## src/rtl/pit_pkg.sv

```systemverilog
package pit_pkg;

  // ----------------------------------------
  // host i/o port map
  // ----------------------------------------
  localparam int ADDR_W = 16;
  localparam logic [15:0] CTR0_PORT = 16'h0040; // counter 0 data
  localparam logic [15:0] CTR1_PORT = 16'h0041; // counter 1 data
  localparam logic [15:0] CTR2_PORT = 16'h0042; // counter 2 data
  localparam logic [15:0] CTRL_PORT = 16'h0043; // control word, write only

  // ----------------------------------------
  // control word fields
  // ----------------------------------------
  localparam int CW_SEL_LO = 6; // counter select, two bits
  localparam int CW_ACC_LO = 4; // access format, two bits
  localparam int CW_MODE_LO = 1; // mode, three bits
  localparam int CW_BCD_BIT = 0; // bcd select
  localparam int RB_COUNT_N_BIT = 5; // count_capture_select_n
  localparam int RB_STATUS_N_BIT = 4; // status_capture_select_n
  localparam logic [1:0] SEL_READBACK = 2'h3;
  localparam logic [1:0] ACC_LATCH = 2'h0;
  localparam logic [1:0] ACC_LSB = 2'h1;
  localparam logic [1:0] ACC_MSB = 2'h2;
  localparam logic [1:0] ACC_WORD = 2'h3;

  // ----------------------------------------
  // modes
  // ----------------------------------------
  typedef enum logic [2:0] {
    MODE_TC = 3'b000, // terminal-count interrupt
    MODE_ONESHOT = 3'b001, // retriggerable one-shot
    MODE_RATE = 3'b010, // rate generator
    MODE_SQUARE = 3'b011, // square wave
    MODE_SWSTROBE = 3'b100, // software-triggered strobe
    MODE_HWSTROBE = 3'b101 // hardware-triggered strobe
  } mode_t;

  // ----------------------------------------
  // reset values and timing
  // ----------------------------------------
  localparam logic [15:0] RST_COUNT = 16'h0000;
  localparam logic [1:0] RST_ACCESS = 2'h1;
  localparam logic RST_OUT = 1'b0;
  localparam int TICK_DIV = 12; // oscillator edges per timer tick

  // subtract step from the counting element, binary or four bcd digits
  function automatic logic [15:0] ce_sub(input logic [15:0] v, input logic bcd,
                                         input logic [1:0] step);
    logic [15:0] r;
    logic [4:0] d;
    logic [1:0] b;
    r = v - {14'h0000, step};
    b = step;
    if (bcd)
    begin
      for (int k = 0; k < 4; k++)
      begin
        d = {1'b0, v[4*k +: 4]} - {3'b000, b};
        b = {1'b0, d[4]};
        if (d[4])
          d = d + 5'h0a;
        r[4*k +: 4] = d[3:0];
      end
    end
    return r;
  endfunction

endpackage

```

## src/rtl/pit_tick.sv

```systemverilog
`timescale 1ns/10ps
`default_nettype none
module pit_tick
#(
  parameter int DIV = pit_pkg::TICK_DIV
)
(
  input wire logic clk,
  input wire logic sys_rst,
  input wire logic oscillator_input,
  output logic timer_tick_clock,
  output logic tick_rise,
  output logic tick_fall
);
  import pit_pkg::*;

  // ----------------------------------------
  // oscillator divider
  // ----------------------------------------
  localparam logic [7:0] HALF = 8'(DIV / 2); // edges per tick half
  logic osc_prev_reg; // last oscillator level
  logic [7:0] edge_cnt_reg; // oscillator edges in this half
  logic osc_edge; // rising oscillator edge

  assign osc_edge = oscillator_input && !osc_prev_reg;

  // count oscillator edges, toggle the tick every half period
  always_ff @(posedge clk)
  begin
    if (sys_rst)
    begin
      osc_prev_reg <= 1'b0;
      edge_cnt_reg <= 8'h00;
      timer_tick_clock <= 1'b0;
      tick_rise <= 1'b0;
      tick_fall <= 1'b0;
    end
    else
    begin
      osc_prev_reg <= oscillator_input;
      tick_rise <= 1'b0;
      tick_fall <= 1'b0;
      if (osc_edge)
      begin
        if (edge_cnt_reg == HALF - 8'h01)
        begin
          edge_cnt_reg <= 8'h00;
          timer_tick_clock <= !timer_tick_clock;
          tick_rise <= !timer_tick_clock;
          tick_fall <= timer_tick_clock;
        end
        else
          edge_cnt_reg <= edge_cnt_reg + 8'h01;
      end
    end
  end

endmodule
`default_nettype wire

```

## src/rtl/pit_top.sv

```systemverilog
// How it works
// - three 16-bit counters, binary or bcd
// - shared tick is oscillator divided by twelve
// - counter 0 output drives interrupt request
// - counters 0 and 1 gates tied low
// - load or decrement on tick falling edge
// - loaded zero counts as maximum
// - zero reloads in modes 2-3, else wraps
// - count bytes land in input latches first
// - reads come from transparent or frozen latches
// - ports 40-42 data, 43 control
// - new count accepted anytime after programming
// - latch command freezes count until read
// - repeated latch before read is ignored
// - read-back captures count, mode, output, null
// - status read first, then count bytes
// - repeated read-back before read is ignored
// - gate rising edge triggers, load moves latches
// - six counting modes supported
// - terminal mode: low on write, high after N+1
// - odd square wave: high (N+1)/2, low (N-1)/2
// - low counter 2 gate stops rate/square and forces high
`timescale 1ns/10ps
`default_nettype none
module pit_top
(
  input wire logic CLK,
  input wire logic SYS_RST,
  input wire logic OSCILLATOR_INPUT,
  input wire logic [pit_pkg::ADDR_W-1:0] IO_ADDR,
  input wire logic IO_WR,
  input wire logic IO_RD,
  input wire logic [7:0] IO_WDATA,
  output logic [7:0] IO_RDATA,
  output logic IO_RACK,
  input wire logic COUNTER2_GATE,
  output logic COUNTER0_OUTPUT,
  output logic COUNTER1_OUTPUT,
  output logic COUNTER2_OUTPUT,
  output logic TIMER_TICK_CLOCK
);
  import pit_pkg::*;

  // ----------------------------------------
  // shared tick and control decode
  // ----------------------------------------
  logic tick_rise; // tick rising edge, one clk
  logic tick_fall; // tick falling edge, one clk
  logic cw_wr; // write to control port
  logic [1:0] cw_sel; // control word counter select
  logic [1:0] cw_acc; // control word access field
  logic [7:0] rd_byte [3]; // per-counter read data
  logic [2:0] out_w; // per-counter output level

  pit_tick #(.DIV(TICK_DIV)) u_tick
  (
    .clk(CLK),
    .sys_rst(SYS_RST),
    .oscillator_input(OSCILLATOR_INPUT),
    .timer_tick_clock(TIMER_TICK_CLOCK),
    .tick_rise(tick_rise),
    .tick_fall(tick_fall)
  );

  assign cw_wr = IO_WR && (IO_ADDR == CTRL_PORT);
  assign cw_sel = IO_WDATA[CW_SEL_LO +: 2];
  assign cw_acc = IO_WDATA[CW_ACC_LO +: 2];

  // modes 6 and 7 alias rate and square
  function automatic mode_t norm_mode(input logic [2:0] m);
    return mode_t'(m[1] ? {1'b0, m[1:0]} : m);
  endfunction

  // ----------------------------------------
  // three counters
  // ----------------------------------------
  for (genvar i = 0; i < 3; i++)
  begin : g_ctr
    // configuration and host latches
    mode_t mode_reg; // programmed mode
    logic bcd_reg; // bcd counting
    logic [1:0] acc_reg; // access format
    logic [7:0] lo_reg; // input_latch_low
    logic [7:0] hi_reg; // input_latch_high
    logic wflip_reg; // second write byte due
    logic rflip_reg; // second read byte due
    logic prog_reg; // count written since control word
    logic [15:0] ol_reg; // frozen output latches
    logic cl_reg; // count latched
    logic sl_reg; // status latched
    logic [7:0] st_reg; // latched status byte
    // counting element
    logic [15:0] count_reg; // counting element
    logic out_reg; // counter output
    logic null_reg; // null count flag
    logic newc_reg; // new count waiting for load
    logic run_reg; // element loaded and counting
    logic armed_reg; // strobe pulse still pending
    logic gpre_reg; // previous gate level
    logic gate_s_reg; // gate sampled at tick rise
    logic tpend_reg; // trigger seen, not yet sampled
    logic trig_reg; // sampled trigger for next fall
    // decode and next-state helpers
    logic data_hit; // address hits this data port
    logic wr_hit; // data write
    logic rd_hit; // data read
    logic prog_cw; // control word programs this counter
    logic latch_cmd; // counter latch command
    logic rb_hit; // read-back selects this counter
    logic write_done; // full count written
    logic gate_raw; // gate level at the pin
    logic gate_en; // level enable for counting
    logic [1:0] step; // decrement size
    logic [15:0] nxt; // decremented value
    logic [15:0] reload_pt; // count at which reload happens
    logic load_now; // counter load this clk
    logic dec_now; // decrement this clk
    logic [15:0] src; // transparent or frozen count

    assign data_hit = (IO_ADDR == 16'(CTR0_PORT + i));
    assign wr_hit = IO_WR && data_hit;
    assign rd_hit = IO_RD && data_hit;
    assign prog_cw = cw_wr && (cw_sel == 2'(i)) && (cw_acc != ACC_LATCH);
    assign latch_cmd = cw_wr && (cw_sel == 2'(i)) && (cw_acc == ACC_LATCH);
    assign rb_hit = cw_wr && (cw_sel == SEL_READBACK) && IO_WDATA[CW_MODE_LO + i];
    assign write_done = wr_hit && prog_reg_ok() && (acc_reg != ACC_WORD || wflip_reg);
    // counters 0 and 1 see no gate edge; level does not block them
    assign gate_raw = (i == 2) ? COUNTER2_GATE : 1'b0;
    assign gate_en = (i == 2) ? gate_s_reg : 1'b1;

    // data writes count whenever the access format is not latch, including straight after reset
    function automatic logic prog_reg_ok();
      return acc_reg != ACC_LATCH;
    endfunction

    // host side: control word, input latches, output latches
    always_ff @(posedge CLK)
    begin
      if (SYS_RST)
      begin
        mode_reg <= MODE_TC;
        bcd_reg <= 1'b0;
        acc_reg <= RST_ACCESS;
        lo_reg <= 8'h00;
        hi_reg <= 8'h00;
        wflip_reg <= 1'b0;
        rflip_reg <= 1'b0;
        prog_reg <= 1'b0;
        ol_reg <= RST_COUNT;
        cl_reg <= 1'b0;
        sl_reg <= 1'b0;
        st_reg <= 8'h00;
      end
      else
      begin
        // data port read: status first, then count bytes
        if (rd_hit)
        begin
          if (sl_reg)
            sl_reg <= 1'b0;
          else
          begin
            if (acc_reg == ACC_WORD)
              rflip_reg <= !rflip_reg;
            if (acc_reg != ACC_WORD || rflip_reg)
              cl_reg <= 1'b0;
          end
        end
        // data port write into input latches
        if (wr_hit)
        begin
          case (acc_reg)
            ACC_LSB:
            begin
              lo_reg <= IO_WDATA;
              hi_reg <= 8'h00;
            end
            ACC_MSB:
            begin
              lo_reg <= 8'h00;
              hi_reg <= IO_WDATA;
            end
            ACC_WORD:
            begin
              if (wflip_reg)
                hi_reg <= IO_WDATA;
              else
                lo_reg <= IO_WDATA;
              wflip_reg <= !wflip_reg;
            end
            default:
            begin
              lo_reg <= lo_reg;
            end
          endcase
          if (write_done)
            prog_reg <= 1'b1;
        end
        // counter latch command, first one wins
        if (latch_cmd && !cl_reg)
        begin
          ol_reg <= count_reg;
          cl_reg <= 1'b1;
        end
        // read-back: capture count and status if not already held
        if (rb_hit)
        begin
          if (!IO_WDATA[RB_COUNT_N_BIT] && !cl_reg)
          begin
            ol_reg <= count_reg;
            cl_reg <= 1'b1;
          end
          if (!IO_WDATA[RB_STATUS_N_BIT] && !sl_reg)
          begin
            st_reg <= {out_reg, null_reg, acc_reg, mode_reg, bcd_reg};
            sl_reg <= 1'b1;
          end
        end
        // new control word reprograms and releases the latches
        if (prog_cw)
        begin
          mode_reg <= norm_mode(IO_WDATA[CW_MODE_LO +: 3]);
          bcd_reg <= IO_WDATA[CW_BCD_BIT];
          acc_reg <= cw_acc;
          wflip_reg <= 1'b0;
          rflip_reg <= 1'b0;
          prog_reg <= 1'b0;
          cl_reg <= 1'b0;
          sl_reg <= 1'b0;
        end
      end
    end

    // decrement size; square wave takes odd counts in two uneven halves
    always_comb
    begin
      step = 2'h1;
      reload_pt = 16'h0001;
      if (mode_reg == MODE_SQUARE)
      begin
        if (count_reg[0])
          step = out_reg ? 2'h1 : 2'h3;
        else
          step = 2'h2;
        reload_pt = {14'h0000, step};
      end
    end

    assign nxt = ce_sub(count_reg, bcd_reg, step);

    // load decision on the tick falling edge
    always_comb
    begin
      load_now = 1'b0;
      case (mode_reg)
        MODE_TC, MODE_SWSTROBE:
          load_now = newc_reg;
        MODE_ONESHOT, MODE_HWSTROBE:
          load_now = trig_reg && prog_reg;
        MODE_RATE, MODE_SQUARE:
          load_now = (newc_reg && !run_reg) || (trig_reg && prog_reg)
            || (run_reg && gate_en && count_reg == reload_pt);
        default:
          load_now = 1'b0;
      endcase
      load_now = load_now && tick_fall;
    end

    // decrement when loaded and enabled
    always_comb
    begin
      dec_now = 1'b0;
      if (tick_fall && !load_now && run_reg)
      begin
        if (mode_reg == MODE_ONESHOT)
          dec_now = 1'b1;
        else
          dec_now = gate_en;
      end
    end

    // gate sampling and trigger flip-flop
    always_ff @(posedge CLK)
    begin
      if (SYS_RST)
      begin
        gpre_reg <= 1'b0;
        gate_s_reg <= 1'b0;
        tpend_reg <= 1'b0;
        trig_reg <= 1'b0;
      end
      else
      begin
        gpre_reg <= gate_raw;
        if (tick_fall)
          trig_reg <= 1'b0;
        if (tick_rise)
        begin
          gate_s_reg <= gate_raw;
          trig_reg <= tpend_reg;
          tpend_reg <= 1'b0;
        end
        if (gate_raw && !gpre_reg)
          tpend_reg <= 1'b1;
        if (prog_cw)
          trig_reg <= 1'b0;
      end
    end

    // counting element, output and flags
    always_ff @(posedge CLK)
    begin
      if (SYS_RST)
      begin
        count_reg <= RST_COUNT;
        out_reg <= RST_OUT;
        null_reg <= 1'b0;
        newc_reg <= 1'b0;
        run_reg <= 1'b0;
        armed_reg <= 1'b0;
      end
      else
      begin
        if (load_now)
        begin
          count_reg <= {hi_reg, lo_reg};
          null_reg <= 1'b0;
          newc_reg <= 1'b0;
          run_reg <= 1'b1;
          armed_reg <= 1'b1;
          case (mode_reg)
            MODE_TC, MODE_ONESHOT:
              out_reg <= 1'b0;
            MODE_SQUARE:
              out_reg <= (trig_reg || !run_reg) ? 1'b1 : !out_reg;
            default:
              out_reg <= 1'b1;
          endcase
        end
        else if (dec_now)
        begin
          count_reg <= nxt;
          case (mode_reg)
            MODE_TC, MODE_ONESHOT:
            begin
              if (nxt == 16'h0000)
                out_reg <= 1'b1;
            end
            MODE_RATE:
            begin
              if (nxt == 16'h0001)
                out_reg <= 1'b0;
            end
            MODE_SWSTROBE, MODE_HWSTROBE:
            begin
              out_reg <= !(nxt == 16'h0000 && armed_reg);
              if (nxt == 16'h0000)
                armed_reg <= 1'b0;
            end
            default:
              out_reg <= out_reg;
          endcase
        end
        // low gate holds counter 2 rate and square outputs high
        if ((mode_reg == MODE_RATE || mode_reg == MODE_SQUARE) && (i == 2) && !gate_raw)
          out_reg <= 1'b1;
        // control word sets the initial output level
        if (prog_cw)
        begin
          out_reg <= (IO_WDATA[CW_MODE_LO +: 3] != 3'b000);
          run_reg <= 1'b0;
          armed_reg <= 1'b0;
          newc_reg <= 1'b0;
          null_reg <= 1'b1;
        end
        // completed count write, set wins over load
        if (write_done)
        begin
          newc_reg <= 1'b1;
          null_reg <= 1'b1;
          if (mode_reg == MODE_TC)
            out_reg <= 1'b0;
        end
      end
    end

    // read data: status, frozen latches or live count
    assign src = cl_reg ? ol_reg : count_reg;
    always_comb
    begin
      if (sl_reg)
        rd_byte[i] = st_reg;
      else if (acc_reg == ACC_MSB)
        rd_byte[i] = src[15:8];
      else if (acc_reg == ACC_WORD && rflip_reg)
        rd_byte[i] = src[15:8];
      else
        rd_byte[i] = src[7:0];
    end
    assign out_w[i] = out_reg;
  end

  // ----------------------------------------
  // read return and outputs
  // ----------------------------------------
  // registered read data, one clk after the strobe
  always_ff @(posedge CLK)
  begin
    if (SYS_RST)
    begin
      IO_RDATA <= 8'h00;
      IO_RACK <= 1'b0;
    end
    else
    begin
      IO_RACK <= IO_RD && (IO_ADDR[15:2] == CTR0_PORT[15:2]);
      if (IO_RD && IO_ADDR == CTR0_PORT)
        IO_RDATA <= rd_byte[0];
      else if (IO_RD && IO_ADDR == CTR1_PORT)
        IO_RDATA <= rd_byte[1];
      else if (IO_RD && IO_ADDR == CTR2_PORT)
        IO_RDATA <= rd_byte[2];
      else
        IO_RDATA <= 8'h00;
    end
  end

  assign COUNTER0_OUTPUT = out_w[0];
  assign COUNTER1_OUTPUT = out_w[1];
  assign COUNTER2_OUTPUT = out_w[2];

endmodule
`default_nettype wire

```

## config.mk

```make
export PLATFORM = sky130hd
export DESIGN_NAME = pit_top
export DESIGN_NICKNAME = d
export VERILOG_FILES = /design/src/rtl/pit_pkg.sv /design/src/rtl/pit_tick.sv /design/src/rtl/pit_top.sv
export SDC_FILE = /design/constraint.sdc
export NUM_CORES = 1
export LEC_CHECK = 0
export BUFFER_PORTS_ARGS = -buffer_cell sky130_fd_sc_hd__buf_2
export CELL_PAD_IN_SITES_DETAIL_PLACEMENT = 1
export CELL_PAD_IN_SITES_GLOBAL_PLACEMENT = 2
export CORE_MARGIN = 1.5
export CORE_UTILIZATION = 39
export DETAILED_ROUTE_END_ITERATION = 6
export PLACE_DENSITY_LB_ADDON = 0.1
export SLEW_MARGIN = 10
export SYNTH_ARGS = -nofsm -noshare
export SYNTH_HDL_FRONTEND = slang
export SYNTH_SLANG_ARGS = --single-unit
```

## constraint.sdc

```tcl
create_clock -name CLK -period 5.8 [get_ports CLK]
set_input_delay 1.16 -clock CLK [delete_from_list [all_inputs] [get_ports CLK]]
set_output_delay 1.16 -clock CLK [all_outputs]
set_load 0.01 [all_outputs]
```

==> reports/results.txt <==
synthesized instance count: 1,665
CTS clk-pin slew, worst paths: 0.06 ns
DP HPWL: 33,100 microns
CTS Buf Count: 28
DIE AREA: 36,300 sq um
initial antenna violation count: 0
Area Overhead vs Synth: 10.5%
share of the synthesized area in the top cell type: 34.9%
Post-synth EDFFs: 0
via/cell ratio: 5.81
top post-synthesis cells by area: dfxtp_1 35%, mux2i_1 7.9%, nor2_1 7.7%, nand2_1 4.4%, mux4_2 3.8%
Netlist Area Pre-Place: 13,700 sq um
Pwr per Cell Area: 243 nW/um^2
unrepaired setup endpoints after global routing: no
syn avg cell area: 8.23 sq um
row cnt: 68
crit path cell chain: buf_4, nor2b_1, nand3_1, fa_1, nor3_1, ha_1, ha_1, nor3b_1, ha_1, ha_1, nor3b_1, ha_1, nand2b_1, xnor2_1, ha_1, nor2_1, or3_1, a22oi_1, o21ba_2, and4_1, a41o_1, a21oi_1
first-pass GRT wire length: 72,000 microns
area share of fa/ha/maj cells after synthesis: 3.63%
# H-tree levels: 1
Slew headroom: 30.8%
global route overflow: 0
setup total negative slack: 0 ns
crit end category: flip-flop
post-synthesis compound-gate area fraction: 14.8%
post-DR wirelength/cell: 22.0 microns
Max Slew Vio Count: 0
Worst Path Class, Setup: flip-flop to flip-flop
Routed Wire Length: 46,300 microns
Initial Utilization: 39.7%
clock root buffer: clkbuf_16
Netlist cell types: 90
Via Count: 12,300
WHS Path Cells: 2
Layout fillers: 4,143
Max Fanout on Critical Path: 11
most used cell along the critical path: ha_1
Critical Path Start Type: flip-flop
RePlAce Congestion: 0.819
max frequency: 0.186 GHz
xor and xnor area share after synthesis: 3.51%
#FFs+latches synth: 239
post-cts repair resize count: 0
layout cells sized above 1: 11.1%
Pre-antenna DRT Iters: 6
Max-cap violations: 0
PortBufs: 42
total power: 3.68 mW
post-synthesis mux area share: 12.2%
worst hold path type: flip-flop to flip-flop
worst endpoint required time: 6.27 ns
Vert. Die Dim: 190 microns
worst r2r path cells: 22
GRT Util Overall: 25.5%
final hold vios: 0
number of top-level pins: 43
ANT cells: 0
CORE AREA: 34,500 sq um
post-synthesis async set-or-reset flop share: 0%
synth warn: 0
worst skew pair latency: 0.55 ns
hold buffer count at cts: 0
sequential area share after synthesis: 34.9%
CP Data Arrival Time: 5.83 ns
status: complete, no violations
Antenna Nets Post-Route: 0
pin count of the biggest net entering global routing: 112
area leader, netlist: dfxtp_1
# DRC: 0
Die X: 190 microns
vias in the first global route: 12,100
Synth Area in Simple Gates: 25.2%
endpoints failing setup: 0
skew final: 0.00934 ns
Slew @ Worst Pin: 1.03 ns
minimum clock period: 5.37 ns
1st-iter DRT viols: 679
most used flip-flop cell after synthesis: dfxtp_1
P_leak: 5.46 nW
CTS tree: done
Clock Sinks: 239
Max clock buf depth: 3
Post-layout nets: 1,700
Tcrit/Tclk final: 92.5%
slowest cell delay on critical path: 0.45 ns
main combinational cell family by area after synthesis: simple AND/OR/NAND/NOR gates
Post-CTS Setup Bufs: 0
slowest stage cell, crit path: fa_1
VDD IR max: 0.225 mV
Syn Nets: 1,733
synthesized netlist by cell type, types with 6 or more instances:
cell type  count
a31oi_1        8
nand2b_1      24
nor3b_1       13
inv_1         40
nor4b_1        8
xnor2_1       38
nor3_1        40
buf_2         14
nand2_1      162
buf_1          7
dfxtp_1      239
o22ai_1       14
and3_1         6
or3_1          7
o21ai_0       36
nor2_1       281
a22oi_1       10
xor2_1        17
a221oi_1       9
buf_6          8
nand4_1       17
nor2b_1       21
nand3_1       69
nand4b_1       7
o211ai_1      26
ha_1          35
a222oi_1       6
o21a_1         7
clkbuf_1      99
a211oi_1      19
o31ai_1        6
mux4_2        23
a21oi_1      103
mux2i_1      108
or4_1          8
and2_1         8
nor4_1        19
layout by cell type, fill, tap and decap left out, types with 35 or more instances in the layout:
| cell type | synthesis | layout |
|---|---|---|
| mux2i_1 | 108 | 108 |
| nand2_1 | 162 | 162 |
| o21ai_0 | 36 | 36 |
| dfxtp_1 | 239 | 238 |
| xnor2_1 | 38 | 38 |
| buf_2 | 14 | 41 |
| a21oi_1 | 103 | 103 |
| nor2_1 | 281 | 281 |
| nand3_1 | 69 | 69 |
| ha_1 | 35 | 35 |
| nor3_1 | 40 | 39 |
| inv_1 | 40 | 40 |
kinds of logic (layout without fill, tap and decap cells):
logic type	count (synthesis)	after routing
AO/OA/AOI/OAI	303	303
XOR/XNOR	55	55
adder cells (fa/ha/maj)	38	38
buffers and inverters	176	164
flip-flops	239	239
multiplexers	136	136
AND/OR/NAND/NOR	718	718
final timing paths:
check                                     startpoint            endpoint  slack, ns
worst min register to register    g_ctr[1].hi_reg[1]  g_ctr[1].hi_reg[1]       0.45
worst max register to register  g_ctr[2].mode_reg[2]  g_ctr[2].armed_reg       0.43
worst min-delay path              g_ctr[1].hi_reg[1]  g_ctr[1].hi_reg[1]       0.45
worst max-delay path            g_ctr[2].mode_reg[2]  g_ctr[2].armed_reg       0.43
power by group:
part           internal, mW  switching [mW]
logic                0.0204          0.0685
clock network          1.21           0.729
registers              1.64         0.00407
critical path: cells and delay by family, from the launching register on:
kind,cells,cell delay (ns)
adders and majority gates,7,1.92
buffers and inverters,1,0.16
AOI/OAI and AO/OA,4,0.79
DFF,1,0.30
and+or+nand+nor,9,1.95
xor gates and xnor gates,1,0.16
area by class of cell:
cell class / count / area (sq um) / share of cell area, %
inverters: 43 / 161 / 1.07
repair buffers: 70 / 427 / 2.82
clock inverters: 10 / 156 / 1.03
flip-flops and latches: 239 / 4790 / 31.6
multi-input cells: 1250 / 8170 / 54.0
well taps: 455 / 569 / 3.76
clock buffers: 41 / 871 / 5.75
layer usage:
metal	up-vias	global-route usage [%]	share of wire, %
met3	59	2.28	3.4
met4	0	6.45	2.2
met1	6131	35.3	47
met2	225	42.6	47
met5	-	0	0
li1	5843	-	-
through the flow:
stage          std cells  util [%]  setup slack [ns]  area [sq um]  hold WS [ns]
4_1_cts             2108      43.8             0.227         15100         0.451
3_3_place_gp        2057      40.8             0.499         14100         0.440
6_report            2108      43.8             0.433         15100         0.448
2_1_floorplan       1665         -             0.623         13700         0.429
5_1_grt             2108      43.8           0.00367         15100         0.479
3_5_place_dp        2057      40.8             0.249         14100         0.442
(Power assumes the default switching activity.)
